**src/shared/iod_pkg.sv**
```systemverilog
// Purpose: Shared constants for the I/O diagnosis command link
// Assumes: One clock, synchronous active-low reset on both ends
// Notes: Command codes and data numbers are byte values on the link
package iod_pkg;
    localparam logic [7:0] CMD_STATUS_READ = 8'h12;
    localparam logic [7:0] CMD_DEV_SET = 8'h92;
    localparam logic [7:0] CMD_IO_GUARD = 8'h90;
    localparam logic [7:0] DN_IN_DEV = 8'h60;
    localparam logic [7:0] DN_OUT_PIN = 8'hc0;
    localparam logic [7:0] DN_OUT_DEV = 8'h80;
    localparam logic [7:0] DN_IN_DISABLE = 8'h00;
    localparam logic [7:0] DN_IN_ENABLE = 8'h10;
    localparam logic [7:0] DN_OUT_DISABLE = 8'h03;
    localparam logic [7:0] DN_OUT_ENABLE = 8'h13;
    localparam logic [15:0] GUARD_WORD = 16'h1ea5;
    localparam int NIBBLES = 8;
    // Layout of the communication-set input device word
    localparam logic [31:0] IN_DEV_MASK = 32'h0810_ffff;
    localparam int IN_FWD_STROKE_BIT = 1;
    localparam int IN_REV_STROKE_BIT = 2;
    // Layout of the output device word
    localparam logic [31:0] OUT_DEV_MASK = 32'h0a00_f7bf;
    localparam logic [31:0] OUT_PIN_MASK = 32'h0000_007f;
    localparam logic [31:0] DEV_SET_RST = 32'h0000_0000;
    // Host register map, byte addresses
    localparam logic [7:0] HR_CTRL = 8'h00;
    localparam logic [7:0] HR_DATA = 8'h04;
    localparam logic [7:0] HR_RESULT = 8'h08;
    localparam logic [7:0] HR_STATUS = 8'h0c;
    localparam logic [7:0] HR_IRQ_STAT = 8'h10;
    localparam logic [7:0] HR_IRQ_MASK = 8'h14;
    localparam logic [1:0] IRQ_DONE_BIT = 2'd0;
    localparam logic [1:0] IRQ_BAD_BIT = 2'd1;
endpackage

```
**src/shared/iod_link_if.sv**
```systemverilog
// Purpose: Link between master station and servo driver command handler
// Assumes: Common clock; one command in flight at a time
// Notes: Replies are eight hex characters, most significant first
`timescale 1ns/1ns
interface iod_link_if;
    logic cmd_valid;
    logic [7:0] cmd_code;
    logic [7:0] cmd_dnum;
    logic [7:0] cmd_char;
    logic cmd_char_valid;
    logic cmd_busy;
    logic rsp_valid;
    logic [7:0] rsp_char;
    logic rsp_last;
    modport dev (input cmd_valid, cmd_code, cmd_dnum, cmd_char,
                 cmd_char_valid, output cmd_busy, rsp_valid, rsp_char,
                 rsp_last);
    modport mst (output cmd_valid, cmd_code, cmd_dnum, cmd_char,
                 cmd_char_valid, input cmd_busy, rsp_valid, rsp_char,
                 rsp_last);
endinterface

```
**src/logic/iod_device.sv**
```systemverilog
// Purpose: Servo driver end: status reads, device set, I/O disable guard
// Assumes: Master sends header, then data characters, one per cycle max
// Notes: Set and guard commands carry hex characters after the header
//
// Added by the designer: the register offsets and the AHB-Lite interface to the registers.
`timescale 1ns/1ns
module iod_device import iod_pkg::*; (
    // Clock and reset
    input wire logic MCLK,
    input wire logic RESETN,
    // Link
    iod_link_if.dev LINK,
    // Servo side inputs
    input wire logic [31:0] EXT_IN_DEV,
    input wire logic EMERGENCY_STOP,
    input wire logic [15:0] ANALOG_IN,
    input wire logic PULSE_IN,
    input wire logic [31:0] OUT_DEV_STATE,
    input wire logic [6:0] OUT_PIN_STATE,
    // Effective state toward servo logic
    output logic [31:0] IN_DEV_EFF,
    output logic EMERGENCY_STOP_EFF,
    output logic [15:0] ANALOG_EFF,
    output logic PULSE_EFF,
    output logic [31:0] OUT_DEV_EFF,
    output logic [31:0] COMM_SET_WORD,
    output logic IN_DISABLED,
    output logic OUT_DISABLED
);
    typedef enum logic [1:0] {
        ST_IDLE = 2'b00, ST_RECV = 2'b01, ST_SEND = 2'b11
    } iod_dst_t;

    function automatic logic [3:0] hex2nib(input logic [7:0] c);
        if (c >= 8'h30 && c <= 8'h39) return 4'(c - 8'h30);
        if (c >= 8'h41 && c <= 8'h46) return 4'(c - 8'h37);
        if (c >= 8'h61 && c <= 8'h66) return 4'(c - 8'h57);
        return 4'h0;
    endfunction

    function automatic logic [7:0] nib2hex(input logic [3:0] n);
        return (n < 4'ha) ? 8'h30 + {4'h0, n} : 8'h37 + {4'h0, n};
    endfunction

    // Pin inputs cross in through two flops
    logic [31:0] ext_s1_r, ext_s2_r;
    logic emg_s1_r, emg_s2_r, pls_s1_r, pls_s2_r;
    logic [15:0] ana_s1_r, ana_s2_r;
    logic [31:0] odv_s1_r, odv_s2_r;
    logic [6:0] opn_s1_r, opn_s2_r;
    always_ff @(posedge MCLK) begin
        ext_s1_r <= EXT_IN_DEV;
        ext_s2_r <= ext_s1_r;
        emg_s1_r <= EMERGENCY_STOP;
        emg_s2_r <= emg_s1_r;
        pls_s1_r <= PULSE_IN;
        pls_s2_r <= pls_s1_r;
        ana_s1_r <= ANALOG_IN;
        ana_s2_r <= ana_s1_r;
        odv_s1_r <= OUT_DEV_STATE;
        odv_s2_r <= odv_s1_r;
        opn_s1_r <= OUT_PIN_STATE;
        opn_s2_r <= opn_s1_r;
    end

    iod_dst_t state_r, state_nxt;
    logic [7:0] code_r, dnum_r;
    logic [31:0] shift_r, shift_nxt;
    logic [3:0] cnt_r, cnt_nxt;
    logic [31:0] set_r, set_nxt;
    logic in_dis_r, in_dis_nxt, out_dis_r, out_dis_nxt;

    wire logic is_read = LINK.cmd_code == CMD_STATUS_READ;
    wire logic [31:0] in_word = set_r & IN_DEV_MASK;
    wire logic [31:0] pin_word = {25'h0, opn_s2_r};
    wire logic [31:0] odev_word = odv_s2_r & OUT_DEV_MASK;
    wire logic [31:0] read_word =
        (LINK.cmd_dnum == DN_IN_DEV) ? in_word :
        (LINK.cmd_dnum == DN_OUT_PIN) ? pin_word :
        (LINK.cmd_dnum == DN_OUT_DEV) ? odev_word : 32'h0;
    wire logic [31:0] rx_word = {shift_r[27:0], hex2nib(LINK.cmd_char)};
    wire logic guard_ok = rx_word[15:0] == GUARD_WORD;
    wire logic rx_done = LINK.cmd_char_valid &&
        cnt_r == 4'(NIBBLES - 1);

    always_comb begin
        state_nxt = state_r;
        shift_nxt = shift_r;
        cnt_nxt = cnt_r;
        set_nxt = set_r;
        in_dis_nxt = in_dis_r;
        out_dis_nxt = out_dis_r;
        unique case (state_r)
            ST_IDLE: begin
                cnt_nxt = 4'h0;
                if (LINK.cmd_valid && is_read) begin
                    shift_nxt = read_word;
                    state_nxt = ST_SEND;
                end else if (LINK.cmd_valid) begin
                    shift_nxt = 32'h0;
                    state_nxt = ST_RECV;
                end
            end
            ST_RECV: begin
                if (LINK.cmd_char_valid) begin
                    shift_nxt = rx_word;
                    cnt_nxt = cnt_r + 4'h1;
                end
                if (rx_done) begin
                    state_nxt = ST_IDLE;
                    if (code_r == CMD_DEV_SET && dnum_r == DN_IN_DEV)
                        set_nxt = rx_word & IN_DEV_MASK;
                    if (code_r == CMD_IO_GUARD && guard_ok) begin
                        if (dnum_r == DN_IN_DISABLE) in_dis_nxt = 1'b1;
                        if (dnum_r == DN_IN_ENABLE) in_dis_nxt = 1'b0;
                        if (dnum_r == DN_OUT_DISABLE) out_dis_nxt = 1'b1;
                        if (dnum_r == DN_OUT_ENABLE) out_dis_nxt = 1'b0;
                    end
                end
            end
            ST_SEND: begin
                shift_nxt = {shift_r[27:0], 4'h0};
                cnt_nxt = cnt_r + 4'h1;
                if (cnt_r == 4'(NIBBLES - 1)) state_nxt = ST_IDLE;
            end
            default: state_nxt = ST_IDLE;
        endcase
    end

    always_ff @(posedge MCLK) begin
        if (!RESETN) begin
            state_r <= ST_IDLE;
            shift_r <= 32'h0;
            cnt_r <= 4'h0;
            set_r <= DEV_SET_RST;
            in_dis_r <= 1'b0;
            out_dis_r <= 1'b0;
            code_r <= 8'h0;
            dnum_r <= 8'h0;
        end else begin
            state_r <= state_nxt;
            shift_r <= shift_nxt;
            cnt_r <= cnt_nxt;
            set_r <= set_nxt;
            in_dis_r <= in_dis_nxt;
            out_dis_r <= out_dis_nxt;
            if (state_r == ST_IDLE && LINK.cmd_valid) begin
                code_r <= LINK.cmd_code;
                dnum_r <= LINK.cmd_dnum;
            end
        end
    end

    assign LINK.cmd_busy = state_r != ST_IDLE;
    assign LINK.rsp_valid = state_r == ST_SEND;
    assign LINK.rsp_char = nib2hex(shift_r[31:28]);
    assign LINK.rsp_last = state_r == ST_SEND &&
        cnt_r == 4'(NIBBLES - 1);

    // Stored set word stays put while inputs are disabled
    wire logic [31:0] merged_in = ext_s2_r | set_r;
    wire logic [31:0] keep_mask =
        (32'h1 << IN_FWD_STROKE_BIT) | (32'h1 << IN_REV_STROKE_BIT);
    always_ff @(posedge MCLK) begin
        if (!RESETN) begin
            IN_DEV_EFF <= 32'h0;
            EMERGENCY_STOP_EFF <= 1'b0;
            ANALOG_EFF <= 16'h0;
            PULSE_EFF <= 1'b0;
            OUT_DEV_EFF <= 32'h0;
        end else begin
            IN_DEV_EFF <= in_dis_r ? (merged_in & keep_mask)
                                   : merged_in;
            EMERGENCY_STOP_EFF <= emg_s2_r;
            ANALOG_EFF <= in_dis_r ? 16'h0 : ana_s2_r;
            PULSE_EFF <= in_dis_r ? 1'b0 : pls_s2_r;
            OUT_DEV_EFF <= out_dis_r ? 32'h0 : odv_s2_r;
        end
    end
    assign COMM_SET_WORD = set_r;
    assign IN_DISABLED = in_dis_r;
    assign OUT_DISABLED = out_dis_r;
endmodule // iod_device

```
**src/flat_wrapper.sv**
```systemverilog
// flat-port wrapper written by rule: the top's interface ports become plain ports
module iod_device_flat import iod_pkg::*;
  (MCLK, RESETN, EXT_IN_DEV, EMERGENCY_STOP, ANALOG_IN, PULSE_IN, OUT_DEV_STATE, OUT_PIN_STATE, IN_DEV_EFF, EMERGENCY_STOP_EFF, ANALOG_EFF, PULSE_EFF, OUT_DEV_EFF, COMM_SET_WORD, IN_DISABLED, OUT_DISABLED, LINK_cmd_valid, LINK_cmd_code, LINK_cmd_dnum, LINK_cmd_char, LINK_cmd_char_valid, LINK_cmd_busy, LINK_rsp_valid, LINK_rsp_char, LINK_rsp_last);
  iod_link_if LINK_i ();
  input wire logic MCLK;
  input wire logic RESETN;
  input wire logic [31:0] EXT_IN_DEV;
  input wire logic EMERGENCY_STOP;
  input wire logic [15:0] ANALOG_IN;
  input wire logic PULSE_IN;
  input wire logic [31:0] OUT_DEV_STATE;
  input wire logic [6:0] OUT_PIN_STATE;
  output logic [31:0] IN_DEV_EFF;
  output logic EMERGENCY_STOP_EFF;
  output logic [15:0] ANALOG_EFF;
  output logic PULSE_EFF;
  output logic [31:0] OUT_DEV_EFF;
  output logic [31:0] COMM_SET_WORD;
  output logic IN_DISABLED;
  output logic OUT_DISABLED;
  input wire logic [$bits(LINK_i.cmd_valid)-1:0] LINK_cmd_valid;
  input wire logic [$bits(LINK_i.cmd_code)-1:0] LINK_cmd_code;
  input wire logic [$bits(LINK_i.cmd_dnum)-1:0] LINK_cmd_dnum;
  input wire logic [$bits(LINK_i.cmd_char)-1:0] LINK_cmd_char;
  input wire logic [$bits(LINK_i.cmd_char_valid)-1:0] LINK_cmd_char_valid;
  output wire logic [$bits(LINK_i.cmd_busy)-1:0] LINK_cmd_busy;
  output wire logic [$bits(LINK_i.rsp_valid)-1:0] LINK_rsp_valid;
  output wire logic [$bits(LINK_i.rsp_char)-1:0] LINK_rsp_char;
  output wire logic [$bits(LINK_i.rsp_last)-1:0] LINK_rsp_last;
  assign LINK_i.cmd_valid = LINK_cmd_valid;
  assign LINK_i.cmd_code = LINK_cmd_code;
  assign LINK_i.cmd_dnum = LINK_cmd_dnum;
  assign LINK_i.cmd_char = LINK_cmd_char;
  assign LINK_i.cmd_char_valid = LINK_cmd_char_valid;
  assign LINK_cmd_busy = LINK_i.cmd_busy;
  assign LINK_rsp_valid = LINK_i.rsp_valid;
  assign LINK_rsp_char = LINK_i.rsp_char;
  assign LINK_rsp_last = LINK_i.rsp_last;
  iod_device u_core (.MCLK(MCLK), .RESETN(RESETN), .LINK(LINK_i), .EXT_IN_DEV(EXT_IN_DEV), .EMERGENCY_STOP(EMERGENCY_STOP), .ANALOG_IN(ANALOG_IN), .PULSE_IN(PULSE_IN), .OUT_DEV_STATE(OUT_DEV_STATE), .OUT_PIN_STATE(OUT_PIN_STATE), .IN_DEV_EFF(IN_DEV_EFF), .EMERGENCY_STOP_EFF(EMERGENCY_STOP_EFF), .ANALOG_EFF(ANALOG_EFF), .PULSE_EFF(PULSE_EFF), .OUT_DEV_EFF(OUT_DEV_EFF), .COMM_SET_WORD(COMM_SET_WORD), .IN_DISABLED(IN_DISABLED), .OUT_DISABLED(OUT_DISABLED));
endmodule
```
**config.mk**
```make
export PLATFORM = sky130hd
export DESIGN_NAME = iod_device_flat
export DESIGN_NICKNAME = d
export VERILOG_FILES = /design/src/shared/iod_pkg.sv /design/src/shared/iod_link_if.sv /design/src/logic/iod_device.sv /design/src/flat_wrapper.sv
export SDC_FILE = /design/constraint.sdc
export NUM_CORES = 1
export LEC_CHECK = 0
export BUFFER_PORTS_ARGS = -buffer_cell sky130_fd_sc_hd__buf_2
export CAP_MARGIN = 20
export CORE_UTILIZATION = 47
export DETAILED_ROUTE_END_ITERATION = 16
export PLACE_DENSITY_LB_ADDON = 0.05
export SLEW_MARGIN = 15
export SYNTH_ARGS = -nofsm -noshare
export SYNTH_HDL_FRONTEND = slang
export SYNTH_SLANG_ARGS = --single-unit
export TNS_END_PERCENT = 50
```
**constraint.sdc**
```tcl
create_clock -name MCLK -period 1.9 [get_ports MCLK]
set_clock_uncertainty 0.15 [all_clocks]
set_input_delay 0.285 -clock MCLK [delete_from_list [all_inputs] [get_ports MCLK]]
set_output_delay 0.285 -clock MCLK [all_outputs]
set_load 0.03 [all_outputs]
```
# After elaboration in Yosys (flattened, before gate mapping)
# Index checks and enable logic that the tools add are counted.
[totals]
reg_bits = 334
in_bits = 117
out_inout_bits = 127
[classes]
addsub = 6
order_cmp = 7
n_eq_ne = 18
muxes = 31
n_bitwise = 2
n_reduce_logical = 23
[ops]
columns = ["cell", "n"]
rows = [
  ["two-way mux 32 bit", 5],
  ["one-hot mux 32 bit (3 select lines)", 1],
  ["== test 8 bit, second input constant", 4],
  ["bitwise OR 32 x 28 -> 32 bit", 1],
  ["two-way mux 28 bit", 1],
  ["two-way mux 4 bit", 7],
  ["== test 8 x 5 -> 1 bit, second input constant", 3],
  ["== test 16 x 13 -> 1 bit, second input constant", 1],
  ["== test 8 x 7 -> 1 bit, second input constant", 2],
  [">= comparator 8 x 7 -> 1 bit, second input constant", 2],
  ["<= comparator 8 x 7 -> 1 bit, second input constant", 2],
  ["adder 6 x 4 -> 7 bit, first input constant", 2],
  ["one-hot mux 4 bit (3 select lines)", 1],
  ["two-way mux 1 bit", 10],
  ["logical AND 1 bit", 9],
  ["AND reduction 3 bit", 3],
  ["== test 8 x 2 -> 1 bit, second input constant", 1],
  [">= comparator 8 x 6 -> 1 bit, second input constant", 1],
  ["<= comparator 8 x 6 -> 1 bit, second input constant", 1],
  ["zero test 8 bit", 1],
  ["two-way mux 2 bit", 4],
  ["two-way mux 8 bit", 1],
  ["AND reduction 4 bit", 2],
  ["subtractor 4 x 3 -> 4 bit, second input constant", 2],
  ["16 further kinds", 20],
]

# Depth between registers and ports, before layout
# Gate-level depths: netlist of the first run.
[depth]
word_depth = 12
depth_mapped = 8
depth_no_buf = 8

# Least setup slack after synthesis of the first run
# OpenSTA, ideal clock, no wires.
[synth_path]
path_type = "register to register"
start = "reg u_core.cnt_r[0]"
end = "reg u_core.set_r[10], in the netlist u_core.COMM_SET_WORD[10]"
setup_ns = 0.116
arrival_time_ns = 1.799
slack_ns = -0.165
stages_incl_launch_ff = 9
n_path_buf = 1
synth_period_minus_slack_ns = 2.065
path_cell_list = "dfxtp_1 -> ha_1 -> nand3b_1 -> nor4b_1 -> nand4b_1 -> nor3_4 -> buf_6 -> mux2i_1 -> nor2b_1"
[synth_between]
elab_chain_len = 3
[synth_lines]
columns = ["element", "line_no", "source"]
rows = [
  ["start: declaration", "iod_device.sv:69", "logic [3:0] cnt_r, cnt_nxt;"],
  ["start signal: assignment", "iod_device.sv:143", "cnt_r <= cnt_nxt;"],
  ["== test 4 x 3 -> 1 bit", "iod_device.sv:84", "cnt_r == 4'(NIBBLES - 1);"],
  ["logical AND 1 bit", "iod_device.sv:83", "wire logic rx_done = LINK.cmd_char_valid &&"],
  ["AND reduction 3 bit (no line)", "-", ""],
  ["end signal: assignment", "iod_device.sv:144", "set_r <= set_nxt;"],
  ["end: declaration", "iod_device.sv:70", "logic [31:0] set_r, set_nxt;"],
]
# No other way between the ends.
# A chain may end at the register's enable or synchronous reset.

# Worst setup path in the final report of the first run
[layout_path]
start = "reg u_core.state_r[1]"
end = "reg u_core.set_r[5], in the netlist u_core.COMM_SET_WORD[5]"
[layout_between]
elab_chain_len = 2
[layout_lines]
columns = ["element", "line_no", "source"]
rows = [
  ["start: declaration", "iod_device.sv:66", "iod_dst_t state_r, state_nxt;"],
  ["start signal: assignment", "iod_device.sv:141", "state_r <= state_nxt;"],
  ["== test 2 x 1 -> 1 bit", "iod_device.sv:93", "unique case (state_r)"],
  ["AND reduction 3 bit (no line)", "-", ""],
]
# No other way between the ends.

==> reports/qor.csv, run 1 <==
stage;metric;value;unit
route;met1_length;9510;um
sta;finalHoldViolations;0;
power_and_ir_drop;power.leakage;6.16;nW
route;dr.pass1.iters;4;
placed_design;gp_congestion;0.745;
placed_design;place.port_buffers;228;
setup_path;r2r-start;u_core.state_r[1]$_SDFFE_PN0P_;
floorplan;die_x;145;um
route;wl_met2;10500;um
sta;period_needed;2.16;ns
finish;diodes;0;
sta;rsz0062_at_grt;true;
sta;fin_tns_setup;-4.55;ns
route;wl_per_cell;14.7;um
setup_path;crit_path_end_kind;register;
grt;grt_first_pass_wirelength;34300;um
clocking;insertion_delay;0.50;ns
route;via_per_inst;4.62;
sta;period_share;1.14;
clocking;cts_tree;built;
clocking;numCtsBuffers;34;
sta;worst_pin_slew;0.504;ns
finish;final_cell_mix;327 x dfxtp_1, 220 x buf_2, 100 x dlygate4sd3_1, 65 x and2_1, 60 x nand2_1;
route;drc;0;
setup_path;crit_fanout;10;
setup_path;endpoint;u_core.COMM_SET_WORD[5]$_SDFFE_PN0P_;
sta;finalWorstSetupSlack;-0.264;ns
setup_path;crit_type;register to register;
grt;grt_pass1_vias;6740;
finish;layout.nets;1326;
power_and_ir_drop;p_per_area;1090;nW/um^2
outcome;outcome;finished, violations left;
clocking;cts.sinks;334;
sta;slew_headroom;0.660;
placed_design;dp_slack;-0.265;ns
yosys;avgSynthCellArea;11.9;um^2
grt;grt_overflow;0;
setup_path;rr_worst_depth;8;
floorplan;rows;52;
setup_path;rr_endpoint;u_core.COMM_SET_WORD[5]$_SDFFE_PN0P_;
sta;maxSlewViolCount;0;
finish;area_growth;44.2;%
clocking;clockBufferDepth;3;
finish;drive_gt1_frac;0.316;
floorplan;initial_core_util;0.479;
run;drv_cap;0;
floorplan;top_level_ports;244;
floorplan;die-area;21100;um^2
route;dr_wl_met3;1440;um
grt;antenna_found_initial;0;
finish;final_common_cell;dfxtp_1;
setup_path;required;2.13;ns
floorplan;core-area;20200;um^2
yosys;yosysSeqAreaShare;0.692;
yosys;ys_types;51;
setup_path;cp.arrival;2.40;ns
sta;max_freq;0.462;GHz
grt;track_usage;0.202;
route;vias;6915;
power_and_ir_drop;ir_worst_vdd;0.945;mV
worst_hold_path;min_path_type;input pin to register;
sta;setup_violations;21;
power_and_ir_drop;power;0.0152;W
grt;grt_max_degree;52;
yosys;yosysWarnings;0;
clocking;clock-root-buffer;clkbuf_16;
yosys;synth_cells;811;
outcome;violations;setup timing;
route;top_layer;met4;
setup_path;crit_path_start;u_core.state_r[1]$_SDFFE_PN0P_;
setup_path;r2r_slack;-0.26;ns
route;drt_iter0_markers;287;
finish;fillCellCount;1523;
finish;fin_util;0.691;
route;ant_nets;0;
placed_design;dp_hpwl;12900;um
clocking;clkTransAtPathRegs;0.06;ns
yosys;ys_ff_latch;334;
clocking;htree_levels;2;
setup_path;worstSetupStartpointType;register;
floorplan;die_h;145;um
route;routed_wl;22000;um
yosys;syn-cell-area;9670;um^2
through the flow:
stage / instance area, um^2 / std cells / hold slack (ns)
after global routing: 13900 / 1496 / 0.0379
after global placement: 11300 / 1316 / 0.160
after CTS: 13600 / 1485 / 0.00652
after detailed placement: 11300 / 1316 / 0.162
final: 13900 / 1496 / 0.0282
after floorplan: 9740 / 825 / 0.160
worst min path at each step:
stage	startpoint	endpoint	slack (ns)	depth (start not counted)
after floorplan	u_core.ana_s1_r[0]$_DFF_P_	u_core.ana_s2_r[0]$_DFF_P_	0.16	0
after global placement	u_core.odv_s1_r[11]$_DFF_P_	u_core.odv_s2_r[11]$_DFF_P_	0.16	0
after detailed placement	u_core.ana_s1_r[0]$_DFF_P_	u_core.ana_s2_r[0]$_DFF_P_	0.16	0
after CTS	LINK_cmd_code[3]	u_core.code_r[3]$_SDFFE_PN0P_	0.007	4
after global routing	LINK_cmd_code[3]	u_core.code_r[3]$_SDFFE_PN0P_	0.04	4
final	LINK_cmd_code[3]	u_core.code_r[3]$_SDFFE_PN0P_	0.03	4
critical path, cell delays in order (launching register included):
cell and delay, ns:
dfxtp_1 0.32, nand2b_4 0.14, or3_4 0.33, or3_4 0.35, nor3_4 0.20, buf_12 0.15
clkbuf_16 0.16, mux2i_1 0.18, nor2b_1 0.06
synthesized netlist by cell type, drive strengths merged:
cell type / instances / area (um^2)
a21boi: 30 / 225
a21o: 1 / 7.51
a21oi: 27 / 135
a221oi: 2 / 17.5
a22oi: 12 / 90.1
a31oi: 2 / 12.5
a32o: 1 / 10.0
a32oi: 4 / 35.0
and2: 65 / 407
and3: 1 / 6.26
buf: 22 / 165
clkbuf: 31 / 116
conb: 1 / 3.75
dfxtp: 334 / 6690
ha: 6 / 75.1
inv: 14 / 52.6
mux2i: 26 / 260
nand2: 64 / 240
nand2b: 6 / 45.0
nand3: 17 / 85.1
nand3b: 4 / 30.0
nand4: 4 / 25.0
nand4b: 5 / 43.8
nand4bb: 1 / 11.3
nor2: 21 / 78.8
nor2b: 22 / 138
nor3: 3 / 36.3
nor3b: 5 / 37.5
nor4: 4 / 40.0
nor4b: 4 / 35.0
o2111ai: 1 / 8.76
o211a: 9 / 90.1
o211ai: 5 / 37.5
o21a: 22 / 165
o21ai: 21 / 105
o22ai: 2 / 12.5
o2bb2ai: 1 / 8.76
o31ai: 1 / 7.51
o41ai: 2 / 17.5
or2: 1 / 6.26
or3: 3 / 23.8
or4: 1 / 7.51
xnor2: 3 / 26.3
area by class of cell:
cell class	instances	area [um^2]	share of cell area
sequential	334	6710	0.481
timing repair buffer	395	2910	0.209
multi-input combinational	424	2840	0.204
clock buffer	47	981	0.0703
tap	270	338	0.0242
clock inverter	12	114	0.00817
inverter	14	52.6	0.00377
layer usage:
metal	vias to the layer above	global-route usage
met2	197	0.341
met4	0	0.0626
met1	3198	0.250
met5	-	0
met3	39	0.0592
li1	3481	-
report_power, final:
part           total, W  leakage (nW)  switching (W)  internal (W)
registers       0.00748          2.79       0.000121       0.00736
logic           0.00127          2.82       0.000657      0.000613
clock network   0.00642         0.550        0.00254       0.00388
total            0.0152          6.16        0.00332        0.0118
sequential cells by signal (all words and copies together) (netlist names), 2 cells and up:
register / cells
u_core.ANALOG_EFF: 16
u_core.COMM_SET_WORD: 18
u_core.IN_DEV_EFF: 32
u_core.OUT_DEV_EFF: 32
u_core.ana_s1_r: 16
u_core.ana_s2_r: 16
u_core.cnt_r: 4
u_core.code_r: 8
u_core.dnum_r: 8
u_core.ext_s1_r: 32
u_core.ext_s2_r: 32
u_core.odv_s1_r: 32
u_core.odv_s2_r: 32
u_core.opn_s1_r: 7
u_core.opn_s2_r: 7
u_core.shift_r: 32
u_core.state_r: 2
kinds of logic (layout without fill, tap and decap cells):
| family | after synthesis | in the layout | share of synthesized area |
|---|---|---|---|
| AOI/OAI and AO/OA | 143 | 143 | 0.102 |
| buffers and inverters | 67 | 468 | 0.0346 |
| muxes | 26 | 26 | 0.0269 |
| other | 1 | 15 | 0.000388 |
| DFF | 334 | 334 | 0.692 |
| adders and majority gates | 6 | 6 | 0.00776 |
| xor gates and xnor gates | 3 | 3 | 0.00272 |
| and+or+nand+nor | 231 | 231 | 0.134 |
timing repair:
item | 4_1_cts | 5_1_grt
endpoints found under the hold margin | 100 | 0
gates cloned | 2 | 5
setup buffers | 8 | 6
endpoints found under the setup margin | 46 | 55
gates resized for setup | 31 | 28
hold buffers | 100 | 0
pin swaps | 5 | 5
Power figures use the tool's default switching activity.
==> inputs of run 2 (changes only) <==
--- a/config.mk
+++ b/config.mk
@@ -10,6 +10,7 @@
 export CORE_UTILIZATION = 47
 export DETAILED_ROUTE_END_ITERATION = 16
 export PLACE_DENSITY_LB_ADDON = 0.05
+export REMOVE_ABC_BUFFERS = 1
 export SLEW_MARGIN = 15
 export SYNTH_ARGS = -nofsm -noshare
 export SYNTH_HDL_FRONTEND = slang
==> reports/qor.csv, run 2 (same netlist as run 1, synthesis figures left out) <==
stage;metric;value;unit;change
outcome;outcome;finished, violations left;;
outcome;violations;setup timing;;
route;via_per_inst;4.62;;about the same
placed_design;dpl.cell_count;1315;;-0.076%
floorplan;die_h;145;um;unchanged
placed_design;dp_hpwl;13400;um;+3.4%
worst_hold_path;min_to;u_core.code_r[0]$_SDFFE_PN0P_;;
route;wl_per_cell;14.5;um;-1.3%
sta;worst_pin_slew;0.523;ns;+0.0188 ns
setup_path;critPathSlowestCell;or3_4;;
sta;period_share;1.10;;-0.0403
clocking;htree_levels;2;;unchanged
floorplan;core-area;20200;um^2;unchanged
sta;slew_headroom;0.647;;-0.0127
setup_path;r2r-start;u_core.state_r[1]$_SDFFE_PN0P_;;
finish;fillCellCount;1529;;+0.39%
route;drt_iter0_markers;287;;unchanged
sta;finalWorstSetupSlack;-0.187;ns;+0.0765 ns
clocking;cts.sinks;334;;unchanged
finish;diodes;0;;unchanged
finish;drive_gt1_frac;0.307;;-0.00847
sta;finalHoldViolations;0;;unchanged
power_and_ir_drop;clkPwrFrac;0.431;;+0.008
grt;grt_overflow;0;;unchanged
finish;final_common_cell;dfxtp_1;;
finish;area_growth;42.8;%;
setup_path;rr_worst_depth;7;;-1
power_and_ir_drop;p_int;0.0118;W;-0.43%
clocking;clockBufferDepth;3;;unchanged
sta;maxSlewViolCount;0;;unchanged
floorplan;rows;52;;unchanged
floorplan;top_level_ports;244;;unchanged
grt;grt_first_pass_wirelength;34000;um;-0.85%
setup_path;cp.arrival;2.34;ns;-0.06 ns
grt;grt_max_degree;48;;-7.7%
setup_path;crit_path_end_kind;register;;
power_and_ir_drop;seq_power_share;0.490;;-0.003
finish;design_area;13800;um^2;-0.96%
run;drv_cap;0;;unchanged
setup_path;path_cells;nand2b_4, or3_4, or3_4, nor3_4, buf_12, mux2i_1, nor2b_1;;
sta;rsz0062_at_grt;true;;
placed_design;placed_cell_area;11300;um^2;-0.21%
sta;period_needed;2.09;ns;-0.0765 ns
clocking;clock-root-buffer;clkbuf_16;;
route;ant_nets;0;;unchanged
placed_design;gp_congestion;0.787;;+5.6%
clocking;clkTransAtPathRegs;0.06;ns;about the same
setup_path;required;2.15;ns;+0.02 ns
power_and_ir_drop;switchingPower;0.00346;W;+4.4%
placed_design;place.port_buffers;228;;unchanged
setup_path;max_stage_delay;0.36;ns;about the same
setup_path;worstSetupStartpointType;register;;
route;drc;0;;unchanged
power_and_ir_drop;power.leakage;6.09;nW;-1.1%
placed_design;dp_slack;-0.268;ns;-0.00272 ns
route;dr.pass1.iters;7;;+3
power_and_ir_drop;power;0.0153;W;+0.63%
finish;layout.nets;1322;;-0.30%
power_and_ir_drop;comb_power_share;0.079;;-0.005
route;vias;6907;;-0.12%
setup_path;crit_type;register to register;;
setup_path;rr_endpoint;u_core.COMM_SET_WORD[6]$_SDFFE_PN0P_;;
finish;stdcell_count;1494;;-0.13%
finish;fin_util;0.685;;-0.00664
floorplan;initial_core_util;0.479;;unchanged
clocking;insertion_delay;0.51;ns;about the same
sta;max_freq;0.479;GHz;+3.7%
worst_hold_path;whs_path_depth;4;;unchanged
grt;track_usage;0.201;;-0.00101
worst_hold_path;hp-start;LINK_cmd_code[0];;
worst_hold_path;min_path_type;input pin to register;;
floorplan;die-area;21100;um^2;unchanged
setup_path;path_common_cell;or3_4;;
power_and_ir_drop;p_per_area;1110;nW/um^2;+1.6%
setup_path;crit_fanout;21;;+11
clocking;numCtsBuffers;35;;+2.9%
grt;grt_pass1_vias;6888;;+2.2%
clocking;cts_tree;built;;
finish;final_cell_mix;327 x dfxtp_1, 220 x buf_2, 103 x dlygate4sd3_1, 65 x and2_1, 61 x nand2_1;;
sta;setup_violations;21;;unchanged
route;routed_wl;21700;um;-1.4%
power_and_ir_drop;p_sw_frac;0.227;;+0.00821
floorplan;die_x;145;um;unchanged
grt;antenna_found_initial;0;;unchanged
setup_path;r2r_slack;-0.19;ns;+0.08 ns
power_and_ir_drop;ir_worst_vdd;0.850;mV;-10%
-- run 2: layer usage --
metal | vias to the layer above | part of all wire | global-route usage
li1 | 3475 | - | -
met1 | 3169 | 0.41 | 0.233
met2 | 228 | 0.48 | 0.355
met3 | 35 | 0.084 | 0.0611
met4 | 0 | 0.019 | 0.0663
met5 | - | 0 | 0
-- run 2: final cells by class --
cell class              count  area (um^2)  share of cell area
multi-input cells         424         2810               0.204
well taps                 270          338              0.0245
inverters                  14         55.1             0.00399
flip-flops and latches    334         6700               0.485
clock buffers              47          961              0.0696
repair buffers            390         2770               0.200
clock inverters            15          174              0.0126
-- run 2: worst max-delay path: cells and delay by family, from the launching register on --
| kind | cells | cell delay (ns) |
|---|---|---|
| and+or+nand+nor | 5 | 1.09 |
| DFF | 1 | 0.31 |
| buffers and inverters | 1 | 0.22 |
| muxes | 1 | 0.20 |
-- run 2: how the worst max path moves through the flow --
stage                                    from                                     to  cells after the start
2_1_floorplan  u_core.state_r[0]$_SDFFE_PN0P_  u_core.COMM_SET_WORD[10]$_SDFFE_PN0P_                      6
3_3_place_gp                 LINK_cmd_dnum[1]         u_core.shift_r[0]$_SDFFE_PN0P_                      7
3_5_place_dp                 LINK_cmd_dnum[1]         u_core.shift_r[0]$_SDFFE_PN0P_                      7
4_1_cts        u_core.state_r[1]$_SDFFE_PN0P_   u_core.COMM_SET_WORD[6]$_SDFFE_PN0P_                      7
5_1_grt          u_core.cnt_r[0]$_SDFFE_PN0P_   u_core.COMM_SET_WORD[5]$_SDFFE_PN0P_                      8
6_report       u_core.state_r[1]$_SDFFE_PN0P_   u_core.COMM_SET_WORD[6]$_SDFFE_PN0P_                      7
-- run 2: what timing repair did --
item,in CTS,in global routing
setup endpoints to repair,56,58
hold buffers,103,0
gates resized for setup,31,28
buffers inserted,6,6
cloned,2,0
hold endpoints to repair,103,0
pin swaps,3,6
-- run 2: per-stage QoR --
step	hold slack (ns)	TNS, ns
2_1_floorplan	0.160	-55.59
4_1_cts	0.00102	-3.18
3_5_place_dp	0.162	-8.73
3_3_place_gp	0.160	-6.98
5_1_grt	0.0368	-5.52
6_report	0.0231	-3.25
-- run 2: power groups by stage --
stage | combinational, W | clock (W) | sequential [W]
after global placement | 0.000934 | 0 | 0.00762
after detailed placement | 0.000946 | 0 | 0.00763
after CTS | 0.00119 | 0.00673 | 0.00748
final | 0.00120 | 0.00658 | 0.00748
after floorplan | 0.000318 | 0 | 0.00781
after global routing | 0.00129 | 0.00705 | 0.00751
